[src/verilog/arb_mask_pkg.sv]
// Constants and types for the secondary arbiter mask and time-out block
package arb_mask_pkg;

    ////////////////////////////////////////////////////////////////////////
    // Register map
    localparam logic [7:0] ADDR_MASK_CTL   = 8'hDD;
    localparam logic [7:0] ADDR_EXPIRY     = 8'hDE;
    localparam logic [7:0] MASK_CTL_RESET  = 8'h00;
    localparam logic [7:0] EXPIRY_RESET    = 8'h00;
    localparam logic [7:0] EXPIRY_RD_MASK  = 8'h3F;
    localparam logic [7:0] UNMAPPED_RDATA  = 8'h00;

    // Field positions in the mask register
    localparam int WATCH_EN_BIT  = 7;
    localparam int AUTO_MASK_BIT = 6;

    ////////////////////////////////////////////////////////////////////////
    // Requesters and timing
    localparam int          NUM_MASTERS    = 6;
    localparam int          NUM_REQ        = 7;
    localparam int          IDX_W          = 3;
    localparam logic [2:0]  BRIDGE_IDX     = 3'h6;
    localparam int          TIMEOUT_CLOCKS = 16;
    localparam int          TIMER_W        = 5;
    localparam logic [6:0]  GNT_NONE       = 7'h7F;

    // Arbiter sequencing
    typedef enum logic [1:0] {
        S_ARB,
        S_GRANTED,
        S_BUSY
    } arb_state_t;

endpackage

[src/verilog/grant_watch_timer.sv]
// Idle-bus counter that flags a silent granted master
`timescale 1ns/100ps
module grant_watch_timer
    import arb_mask_pkg::*;
#(
    parameter int LIMIT = TIMEOUT_CLOCKS,
    parameter int CW    = TIMER_W
) (
    input  wire logic clock_in,    // Bus clock
    input  wire logic rst_b_in,    // Async reset, active low
    input  wire logic run_in,      // Watch condition holds
    output logic      expired_out  // One-cycle time-out pulse
);

    typedef struct packed {
        logic [CW-1:0] cnt;
        logic          expired;
    } timer_state_t;

    timer_state_t q;
    timer_state_t n;

    // Count clocks while the watch holds, restart when it breaks
    always_comb begin
        n         = q;
        n.expired = 1'b0;
        if (!run_in) begin
            n.cnt = '0;
        end else begin
            if (q.cnt == CW'(LIMIT - 1)) begin
                n.expired = 1'b1;
            end
            if (q.cnt != CW'(LIMIT)) begin
                n.cnt = q.cnt + 1'b1;
            end
        end
    end

    // State register
    always_ff @(posedge clock_in or negedge rst_b_in) begin
        if (!rst_b_in) begin
            q <= '0;
        end else begin
            q <= n;
        end
    end

    assign expired_out = q.expired;

endmodule // grant_watch_timer

[src/verilog/request_rotator.sv]
// Rotating pick among one tier of requesters
`timescale 1ns/100ps
module request_rotator
    import arb_mask_pkg::*;
#(
    parameter int N  = NUM_REQ,
    parameter int IW = IDX_W
) (
    input  wire logic [N-1:0]  req_in,   // Requests of this tier
    input  wire logic [IW-1:0] last_in,  // Last owner in this tier
    output logic      [IW-1:0] pick_out, // Next owner
    output logic               any_out   // Some request present
);

    // Search from the one after the last owner, nearest wins
    always_comb begin
        int idx;
        idx      = 0;
        pick_out = last_in;
        any_out  = 1'b0;
        for (int k = N; k >= 1; k--) begin
            idx = (int'(last_in) + k) % N;
            if (req_in[idx]) begin
                pick_out = IW'(idx);
                any_out  = 1'b1;
            end
        end
    end

endmodule // request_rotator

[src/verilog/secondary_arbiter_mask_timeout.sv]
// Secondary bus arbiter with request masking and grant time-out
`timescale 1ns/100ps
module secondary_arbiter_mask_timeout
    import arb_mask_pkg::*;
(
    input  wire logic       clock_in,        // Bus clock, 25 MHz
    input  wire logic       rst_b_in,        // Power-on/express rst
    input  wire logic       global_reset_input_in, // Global reset pin
    input  wire logic [5:0] req_b_in,        // Master requests, low
    input  wire logic       frame_b_in,      // FRAME pin, low
    input  wire logic       irdy_b_in,       // IRDY pin, low
    input  wire logic       bridge_req_in,   // Bridge own request
    input  wire logic [6:0] tier_high_in,    // Tier per requester
    input  wire logic [7:0] cfg_addr_in,     // Config address
    input  wire logic       cfg_wr_in,       // Config write strobe
    input  wire logic [7:0] cfg_wdata_in,    // Config write data
    output logic      [5:0] gnt_b_out,       // Master grants, low
    output logic            bridge_gnt_out,  // Bridge own grant
    output logic      [7:0] cfg_rdata_out    // Config read data
);

    ////////////////////////////////////////////////////////////////////////
    // State
    typedef struct packed {
        logic [5:0]  req_s1;
        logic [5:0]  req_s2;
        logic        frame_s1;
        logic        frame_s2;
        logic        irdy_s1;
        logic        irdy_s2;
        logic        gsync_s1;
        logic        gsync_s2;
        logic [7:0]  mask_ctl;
        logic [5:0]  flags;
        logic        locked;
        arb_state_t  state;
        logic [2:0]  owner;
        logic [2:0]  last_hi;
        logic [2:0]  last_lo;
        logic [6:0]  gnt_b;
        logic        bridge_gnt;
        logic [7:0]  rdata;
    } arb_regs_t;

    arb_regs_t q;
    arb_regs_t n;

    logic       bus_idle;
    logic       watch_run;
    logic       timer_expired;
    logic       expiry_hit;
    logic [6:0] eff_req;
    logic [6:0] hi_req;
    logic [6:0] lo_req;
    logic [2:0] hi_pick;
    logic [2:0] lo_pick;
    logic       hi_any;
    logic       lo_any;
    logic [5:0] owner_bit;
    logic       wr_mask;
    logic       wr_flags;

    ////////////////////////////////////////////////////////////////////////
    // Request qualification and tier split
    assign bus_idle  = q.frame_s2 && q.irdy_s2;
    assign eff_req   = {bridge_req_in, ~q.req_s2 & ~q.mask_ctl[5:0]};
    assign hi_req    = eff_req & tier_high_in;
    assign lo_req    = eff_req & ~tier_high_in;
    assign owner_bit = 6'(7'h01 << q.owner);
    assign wr_mask   = cfg_wr_in && (cfg_addr_in == ADDR_MASK_CTL);
    assign wr_flags  = cfg_wr_in && (cfg_addr_in == ADDR_EXPIRY);

    // Watch only a granted master while the bus sits idle
    assign watch_run = q.mask_ctl[WATCH_EN_BIT] && (q.state == S_GRANTED)
                       && (q.owner != BRIDGE_IDX) && bus_idle;
    assign expiry_hit = timer_expired && q.mask_ctl[WATCH_EN_BIT]
                        && (q.state == S_GRANTED);

    request_rotator #(
        .N  (NUM_REQ),
        .IW (IDX_W)
    ) u_hi_tier (
        .req_in   (hi_req),
        .last_in  (q.last_hi),
        .pick_out (hi_pick),
        .any_out  (hi_any)
    );

    request_rotator #(
        .N  (NUM_REQ),
        .IW (IDX_W)
    ) u_lo_tier (
        .req_in   (lo_req),
        .last_in  (q.last_lo),
        .pick_out (lo_pick),
        .any_out  (lo_any)
    );

    grant_watch_timer #(
        .LIMIT (TIMEOUT_CLOCKS),
        .CW    (TIMER_W)
    ) u_watch (
        .clock_in    (clock_in),
        .rst_b_in    (rst_b_in),
        .run_in      (watch_run),
        .expired_out (timer_expired)
    );

    ////////////////////////////////////////////////////////////////////////
    // Next state
    always_comb begin
        n = q;
        // Pin synchronisers
        n.req_s1   = req_b_in;
        n.req_s2   = q.req_s1;
        n.frame_s1 = frame_b_in;
        n.frame_s2 = q.frame_s1;
        n.irdy_s1  = irdy_b_in;
        n.irdy_s2  = q.irdy_s1;
        n.gsync_s1 = global_reset_input_in;
        n.gsync_s2 = q.gsync_s1;

        // Mask register write
        if (wr_mask) begin
            n.mask_ctl = cfg_wdata_in;
        end
        // Lock releases once automatic masking is off
        if (!q.mask_ctl[AUTO_MASK_BIT]) begin
            n.locked = 1'b0;
        end
        // Write one to clear, refused while locked
        if (wr_flags && !q.locked) begin
            n.flags = q.flags & ~cfg_wdata_in[5:0];
        end

        // Grant sequencing
        unique case (q.state)
            S_ARB: begin
                n.gnt_b = GNT_NONE;
                if (bus_idle && (hi_any || lo_any)) begin
                    n.owner = hi_any ? hi_pick : lo_pick;
                    if (hi_any) begin
                        n.last_hi = hi_pick;
                    end else begin
                        n.last_lo = lo_pick;
                    end
                    n.gnt_b = GNT_NONE & ~7'(7'h01 << n.owner);
                    n.state = S_GRANTED;
                end
            end
            S_GRANTED: begin
                if (expiry_hit) begin
                    // Silent master loses the grant
                    n.flags = n.flags | owner_bit;
                    if (q.mask_ctl[AUTO_MASK_BIT]) begin
                        n.mask_ctl[5:0] = n.mask_ctl[5:0] | owner_bit;
                        n.locked        = 1'b1;
                    end
                    n.gnt_b = GNT_NONE;
                    n.state = S_ARB;
                end else if (!q.frame_s2) begin
                    n.gnt_b = GNT_NONE;
                    n.state = S_BUSY;
                end else if (!eff_req[q.owner]) begin
                    n.gnt_b = GNT_NONE;
                    n.state = S_ARB;
                end
            end
            S_BUSY: begin
                if (bus_idle) begin
                    n.state = S_ARB;
                end
            end
            default: begin
                n.gnt_b = GNT_NONE;
                n.state = S_ARB;
            end
        endcase

        // Global reset returns control and flags to defaults
        if (q.gsync_s2) begin
            n.mask_ctl = MASK_CTL_RESET;
            n.flags    = EXPIRY_RESET[5:0];
            n.locked   = 1'b0;
            n.gnt_b    = GNT_NONE;
            n.state    = S_ARB;
        end

        // Bridge grant kept active high in its own flop
        n.bridge_gnt = ~n.gnt_b[6];

        // Registered read data
        if (cfg_addr_in == ADDR_MASK_CTL) begin
            n.rdata = q.mask_ctl;
        end else if (cfg_addr_in == ADDR_EXPIRY) begin
            n.rdata = {2'b00, q.flags} & EXPIRY_RD_MASK;
        end else begin
            n.rdata = UNMAPPED_RDATA;
        end
    end

    // State register; async reset gives the defaults
    always_ff @(posedge clock_in or negedge rst_b_in) begin
        if (!rst_b_in) begin
            q          <= '0;
            q.req_s1   <= 6'h3F;
            q.req_s2   <= 6'h3F;
            q.frame_s1 <= 1'b1;
            q.frame_s2 <= 1'b1;
            q.irdy_s1  <= 1'b1;
            q.irdy_s2  <= 1'b1;
            q.mask_ctl <= MASK_CTL_RESET;
            q.flags    <= EXPIRY_RESET[5:0];
            q.state    <= S_ARB;
            q.owner    <= BRIDGE_IDX;
            q.last_hi  <= BRIDGE_IDX;
            q.last_lo  <= BRIDGE_IDX;
            q.gnt_b    <= GNT_NONE;
        end else begin
            q <= n;
        end
    end

    // Outputs straight from flops
    assign gnt_b_out      = q.gnt_b[5:0];
    assign bridge_gnt_out = q.bridge_gnt;
    assign cfg_rdata_out  = q.rdata;
endmodule // secondary_arbiter_mask_timeout
[config.mk]
export PLATFORM = sky130hd
export DESIGN_NAME = secondary_arbiter_mask_timeout
export DESIGN_NICKNAME = d
export VERILOG_FILES = /design/src/verilog/arb_mask_pkg.sv /design/src/verilog/grant_watch_timer.sv /design/src/verilog/request_rotator.sv /design/src/verilog/secondary_arbiter_mask_timeout.sv
export SDC_FILE = /design/constraint.sdc
export NUM_CORES = 1
export LEC_CHECK = 0
export BUFFER_PORTS_ARGS = -buffer_cell sky130_fd_sc_hd__clkbuf_2
export CAP_MARGIN = 10
export CELL_PAD_IN_SITES_DETAIL_PLACEMENT = 1
export CELL_PAD_IN_SITES_GLOBAL_PLACEMENT = 1
export CORE_ASPECT_RATIO = 1.4
export CORE_MARGIN = 2
export CORE_UTILIZATION = 43
export CTS_CLUSTER_SIZE = 30
export DETAILED_ROUTE_END_ITERATION = 7
export PLACE_DENSITY_LB_ADDON = 0.1
export SLEW_MARGIN = 20
export SYNTH_ARGS = -nofsm -noshare
export SYNTH_HDL_FRONTEND = slang
export SYNTH_SLANG_ARGS = --single-unit
[constraint.sdc]
create_clock -name clock_in -period 6 [get_ports clock_in]
set_input_delay 1.2 -clock clock_in [delete_from_list [all_inputs] [get_ports clock_in]]
set_output_delay 1.2 -clock clock_in [all_outputs]
set_load 0.005 [all_outputs]
* Yosys cells after proc, flatten, opt, wreduce, memory -nomap -nowiden
Index checks and enable logic that the tools add are counted.
Operators by class: add/sub/neg operators 15, divide/modulo/power cells 14, order comparisons 15, eq/ne operators 12, shift operators 2, multiplexer cells 100, bitwise operators 13, reduce and logical (&&, ||, !) cells 19
Operators with widths (number):
- $lt A32 B5 Y1 const B | 14
- $mod A32 B4 Y32 const B | 14
- $mux W3 | 17
- $mux W1 | 47
- $bmux W1 S3 | 15
- $add A3 B3 Y4 const B | 8
- $mux W7 | 4
- $mux W13 | 2
- $pmux W7 S3 | 1
- $mux W18 | 1
- $mux W6 | 3
- $not A6 Y6 | 3
- $mux W17 | 1
- $add A3 B2 Y4 const B | 4
- $eq A8 B8 Y1 const B | 2
- $mux W8 | 2
- $and A7 B7 Y7 | 2
- $not A7 Y7 | 2
- $and A6 B6 Y6 | 2
- $or A6 B6 Y6 | 2
- $logic_and A1 B1 Y1 | 10
- $mux W5 | 2
- $ne A5 B5 Y1 const B | 2
- $ne A3 B3 Y1 const B | 3
- 18 further kinds | 27
Word-level totals: register bits 66, output and inout bits 15, word-level logic and storage cells 212

* Depth between registers and ports, before layout
word-level depth 20, gate-level depth with buffers 27, gate-level depth less buffers 20

* Hierarchy
A second synthesis with hierarchy kept.
Unflattened totals: cell total of the unflattened synthesis 870, area total of the unflattened synthesis 7473.4 µm²
Modules (own cells, without submodules):
- secondary_arbiter_mask_timeout | times used 1, cells each 244, area each 2715.1 µm², sequential area each 1537.7 µm²
- request_rotator (u_hi_tier) | times used 1, cells each 317, area each 2353.5 µm², sequential area each 0.0 µm²
- request_rotator (u_lo_tier) | times used 1, cells each 280, area each 2079.5 µm², sequential area each 0.0 µm²
- grant_watch_timer | times used 1, cells each 29, area each 325.3 µm², sequential area each 150.1 µm²

* Worst setup path before layout
No wires, ideal clock.
kind register -> register, start point register q[16] (netlist bit), end point register q[20] (netlist bit), library setup time 85 ps, data arrival time 5973 ps, data required time 5915 ps, slack -58 ps, stages on the path, launching flop included 28, period minus slack after synthesis 6058 ps, cells stage by stage dfrtp_1 > buf_2 > buf_2 > buf_2 > buf_1 > clkbuf_1 > inv_1 > ha_1 > buf_2 > inv_1 > ha_1 > ha_1 > a31oi_1 > xnor2_1 > inv_1 > ha_1 > inv_1 > a211o_1 > o21ai_1 > mux2_2 > nand2_1 > o2bb2ai_1 > or4_4 > o31ai_2 > or3_1 > buf_4 > or2_4 > mux2_1
On the way: longest elaborated chain between the ends 15, elaborated cells on any way between the ends 45, classes of those cells add/sub (7); div (7); mux (28); reduce/logical (3)
Ends and longest elaborated chain:
- start, declared | line secondary_arbiter_mask_timeout.sv:45 | arb_regs_t q;
- start signal, assigned | line secondary_arbiter_mask_timeout.sv:220 | q <= n;
- $add A3 B3 Y4 | line request_rotator.sv:22 | idx = (int'(last_in) + k) % N;
- $mod A32 B4 Y32 | line request_rotator.sv:22
- $bmux W1 S3 | line request_rotator.sv:23 | if (req_in[idx]) begin
- $mux W1 (not written as such) (2 in series) | line request_rotator.sv:23
- $mux W1 (6 in series) | line request_rotator.sv:23
- $mux W1 (*) | line request_rotator.sv:23
- $logic_or A1 B1 Y1 (*) | line secondary_arbiter_mask_timeout.sv:140 | if (bus_idle && (hi_any || lo_any)) begin
- $logic_and A1 B1 Y1 (*) | line secondary_arbiter_mask_timeout.sv:140
- $reduce_and A3 Y1 (no line) (*)
Every way passes the cells marked *; elsewhere a longest branch is shown, timed or not. The select of a mux whose other input is x is not followed. A chain may end at the register's enable or synchronous reset.

* Worst setup path in the final report
start point register q[20] (netlist bit), end point register q (netlist bit gnt_b_out[5])
On the way: longest elaborated chain between the ends 18, elaborated cells on any way between the ends 57, classes of those cells add/sub (7); div (7); shift (1); mux (39); bitwise (1); reduce/logical (2)
Ends and longest elaborated chain:
- $add A3 B3 Y4 | line request_rotator.sv:22
- $mod A32 B4 Y32 | line request_rotator.sv:22
- $bmux W1 S3 | line request_rotator.sv:23
- $mux W1 (not written as such) (2 in series) | line request_rotator.sv:23
- $mux W3 / $mux W1 (equally long branches) (7 in series) | line request_rotator.sv:23
- $mux W3 | line secondary_arbiter_mask_timeout.sv:141 | n.owner = hi_any ? hi_pick : lo_pick;
- $shl A1 B3 Y7 | line secondary_arbiter_mask_timeout.sv:147 | n.gnt_b = GNT_NONE & ~7'(7'h01 << n.owner);
- $not A7 Y7 | line secondary_arbiter_mask_timeout.sv:147
- $mux W18 (*) | line secondary_arbiter_mask_timeout.sv:140
- $pmux W7 S3 (*) | line secondary_arbiter_mask_timeout.sv:137 | unique case (q.state)
- $mux W7 (*) | line secondary_arbiter_mask_timeout.sv:181 | if (q.gsync_s2) begin
Marked as above.

==> impl_metrics.ini <==
[setup_path]
worstPathRequired_ns = 6.21
path_depth = 17
worst_setup_slack_for_register_to_register_paths_ns = 0.35
timing.critical_path.fanout_max = 13
critPathTopFamily = simple AND/OR/NAND/NOR gates
cp_cell_sequence = inv_1 -> ha_1 -> nor2b_1 -> nor2_1 -> inv_2 -> ha_1 -> ha_1 -> nor3_1 -> nor2_4 -> mux2i_1 -> a211oi_2 -> a21oi_1 -> or4b_1 -> a221oi_2 -> nor2_1 -> a2111oi_2 -> a31oi_1
stage_delay_of_the_slowest_cell_on_the_critical_path_ns = 0.65
critical_path_capture_point_type = flop
arrival_ns = 5.86
critPathLaunchType = flop
r2r.worst_path.cells = 17
path_class = flop to flop
crit_buf_inv = 2
critical_path.slowest_cell = sky130_fd_sc_hd__nor3_1
critical_path.most_common_cell = sky130_fd_sc_hd__ha_1

[detailed_routing]
drt_iter0_markers = 421
drt-vias-per-instance = 6.36
routedWlPerCell_um = 22.3
number_of_detailed_route_iterations_in_the_first_pass = 5
drt-total-wl_um = 27600
residual_drc_count = 0
dr_total_vias = 7875
final_antenna_net_count = 0

[timing]
final.min_clock_period_ns = 5.65
unrepaired_setup_endpoints_after_global_routing = false
fmaxAchievable_mhz = 177
setup-tns-final_ns = 0
final_critical_path_setup_slack_ns = 0.353
max_slew_margin_pct = 35.7
hold_viol_final = 0
timing.final.max_slew_violations = 0
tightest_hold_margin_ns = 0.353
setup-violations-final = 0
final_min_period_over_clock_period_pct = 94.1
clock_skew_ns = 0.00748
worst_slew_pin_slew_ns = 0.962

[global_route]
wire_length_of_the_first_global_routing_pass_um = 44100
grt_antenna_before_repair = 0
grt_max_degree = 67
grt_pass1_vias = 8116
globalRoute.totalOverflow = 0
grt_util_all_layers_pct = 28.9

[layout]
finalNetCount = 1078
area.sequential_um2 = 1690
finalCoreUtilization_pct = 47.9
antenna_cells = 0
multi_input_comb_area_um2 = 5610
final_layout_size_suffix_gt1_share_pct = 18.6
area.growth.synth_to_final_pct = 10.2
final.fill_count = 2212

[floorplan]
dieWidth_um = 117
floorplan.initialDensity_pct = 43.5
boundaryPins = 51
core_region_area_um2 = 17800
design.die.area_um2 = 19100
fp-row-count = 58
floorplan.die.height_um = 163

[synthesis]
syn_area_per_cell_um2 = 8.06
synth.cell_area_um2 = 7730
synth_fp_nets = 1044
synth.ff_latch_count = 66
synth-seq-area-share_pct = 21.8
synth-main-ff-cell = sky130_fd_sc_hd__dfrtp_1
ys_warn_count = 0
yosys.cell_types.count = 104
synth-edff-count = 0
ys_async_sr_fraction_pct = 100
post_synth_inst_count = 959

[place]
buffer_ports.inserted = 50
pre_cts_ws_ns = 0.418
dpl.hpwl_um = 21600
place_congestion = 0.963

[clock_tree]
cts_buffer_depth = 2
cts_setup_buffers = 0
ctsHoldBuffers = 0
ctsHtreeMaxLevel = 3
tritoncts_clock_tree = built
cts.sink_count = 66
cts_repair_resize_count = 0
path_clk_slew_ns = 0.05
cts-root-buf = sky130_fd_sc_hd__clkbuf_16
clock_latency_at_the_later_pin_of_the_worst_skew_pair_ns = 0.33
numCtsBuffers = 9

[hold_path]
hold_crit_class = flop to flop
whs_path_depth = 0

[flow_run]
max-cap-violations = 0

[status]
outcome = finished clean
cell usage after synthesis (all sizes together) (6+ instances only):
library cell | number | area share (%)
inv | 43 | 2.1
nor3 | 31 | 2.1
xnor2 | 29 | 3.4
a31oi | 20 | 1.7
a211oi | 12 | 1.4
ha | 49 | 7.9
mux2 | 9 | 1.4
a22o | 6 | 0.68
o21ai | 53 | 3.4
o2111ai | 8 | 0.91
a21o | 15 | 1.5
nand3 | 27 | 1.7
a22oi | 7 | 0.68
nor4b | 7 | 0.79
mux2i | 22 | 2.8
clkbuf | 24 | 1.2
a311o | 7 | 0.91
a21oi | 47 | 3.0
buf | 31 | 2.6
mux4 | 6 | 1.7
and2 | 23 | 1.9
dfstp | 29 | 9.9
nor3b | 11 | 1.1
nand2b | 7 | 0.57
o31ai | 9 | 0.94
o211ai | 16 | 1.7
a211o | 10 | 1.1
a311oi | 8 | 0.99
dfrtp | 37 | 12
a21boi | 6 | 0.63
nor2 | 95 | 4.7
nor2b | 13 | 1.1
nor4 | 9 | 0.73
a2111oi | 8 | 1.1
or3 | 13 | 1.1
nand2 | 86 | 4.2
or3b | 7 | 0.79
nand4 | 12 | 0.97
and3 | 9 | 0.73
worst register-to-register path, cell delays in order (launching register included):
cell                        delay (ns)
sky130_fd_sc_hd__dfstp_2          0.64
sky130_fd_sc_hd__inv_1            0.21
sky130_fd_sc_hd__ha_1             0.40
sky130_fd_sc_hd__nor2b_1          0.25
sky130_fd_sc_hd__nor2_1           0.18
sky130_fd_sc_hd__inv_2            0.06
sky130_fd_sc_hd__ha_1             0.18
sky130_fd_sc_hd__ha_1             0.27
sky130_fd_sc_hd__nor3_1           0.65
sky130_fd_sc_hd__nor2_4           0.14
sky130_fd_sc_hd__mux2i_1          0.19
sky130_fd_sc_hd__a211oi_2         0.39
sky130_fd_sc_hd__a21oi_1          0.12
sky130_fd_sc_hd__or4b_1           0.56
sky130_fd_sc_hd__a221oi_2         0.51
sky130_fd_sc_hd__nor2_1           0.17
sky130_fd_sc_hd__a2111oi_2        0.45
sky130_fd_sc_hd__a31oi_1          0.17
sequential cells by signal, summed over array words and instances (netlist names):
signal,flops
cfg_rdata_out,8
gnt_b_out,6
n,9
u_watch.q,5
u_watch.expired_out,1
bridge_gnt_out,1
q,36
cells in the final DEF (no fill, tap or decap), types with 22 or more instances in the layout:
cell type,count
sky130_fd_sc_hd__mux2i_1,22
sky130_fd_sc_hd__o21ai_0,49
sky130_fd_sc_hd__xnor2_1,28
sky130_fd_sc_hd__nand2_1,86
sky130_fd_sc_hd__nor2_1,93
sky130_fd_sc_hd__clkbuf_2,49
sky130_fd_sc_hd__inv_1,37
sky130_fd_sc_hd__ha_1,49
sky130_fd_sc_hd__nor3_1,29
sky130_fd_sc_hd__nand3_1,27
sky130_fd_sc_hd__dfrtp_1,37
sky130_fd_sc_hd__buf_4,28
sky130_fd_sc_hd__a21oi_1,47
sky130_fd_sc_hd__dfstp_2,29
cells by family (layout without fill, tap and decap cells):
kind of cell,after synthesis,after routing,synth area share [%]
and+or+nand+nor,377,377,25.4
AOI/OAI and AO/OA,298,298,28.8
buffers and inverters,99,138,5.92
DFF,66,66,21.8
adders and majority gates,49,49,7.93
muxes,37,37,5.96
xor gates and xnor gates,33,33,4.13
layout make-up:
type | instances | area share (%)
clock inverter | 3 | 0.470
tap | 240 | 3.52
inverter | 44 | 1.94
timing repair buffer | 78 | 5.40
multi-input combinational | 794 | 65.8
clock buffer | 13 | 3.05
sequential | 66 | 19.8
path summary, 6_finish.rpt:
check | startpoint | endpoint
max | q[20] | gnt_b_out[5]
min reg2reg | n[42] | q[42]
max in group asynchronous | rst_b_in | q[37]
max reg2reg | q[20] | gnt_b_out[5]
min in group asynchronous | rst_b_in | q[42]
min | n[42] | q[42]
layer usage:
layer  track usage, %  part of all wire (%)  vias up
met3             3.15                   2.6       61
met5                0                     0        -
met2             54.1                    53      175
li1                 -                     -     3686
met1             33.3                    40     3953
met4             12.1                   4.0        0
stage by stage:
step	std cells	area [um2]
global route	1238	8520
CTS	1238	8510
finish	1238	8520
detailed placement	1222	8210
floorplan	959	7730
global placement	1222	8210
Power is not shown: default switching activity piles up to over one toggle a cycle in this logic, so the estimate is an artifact.
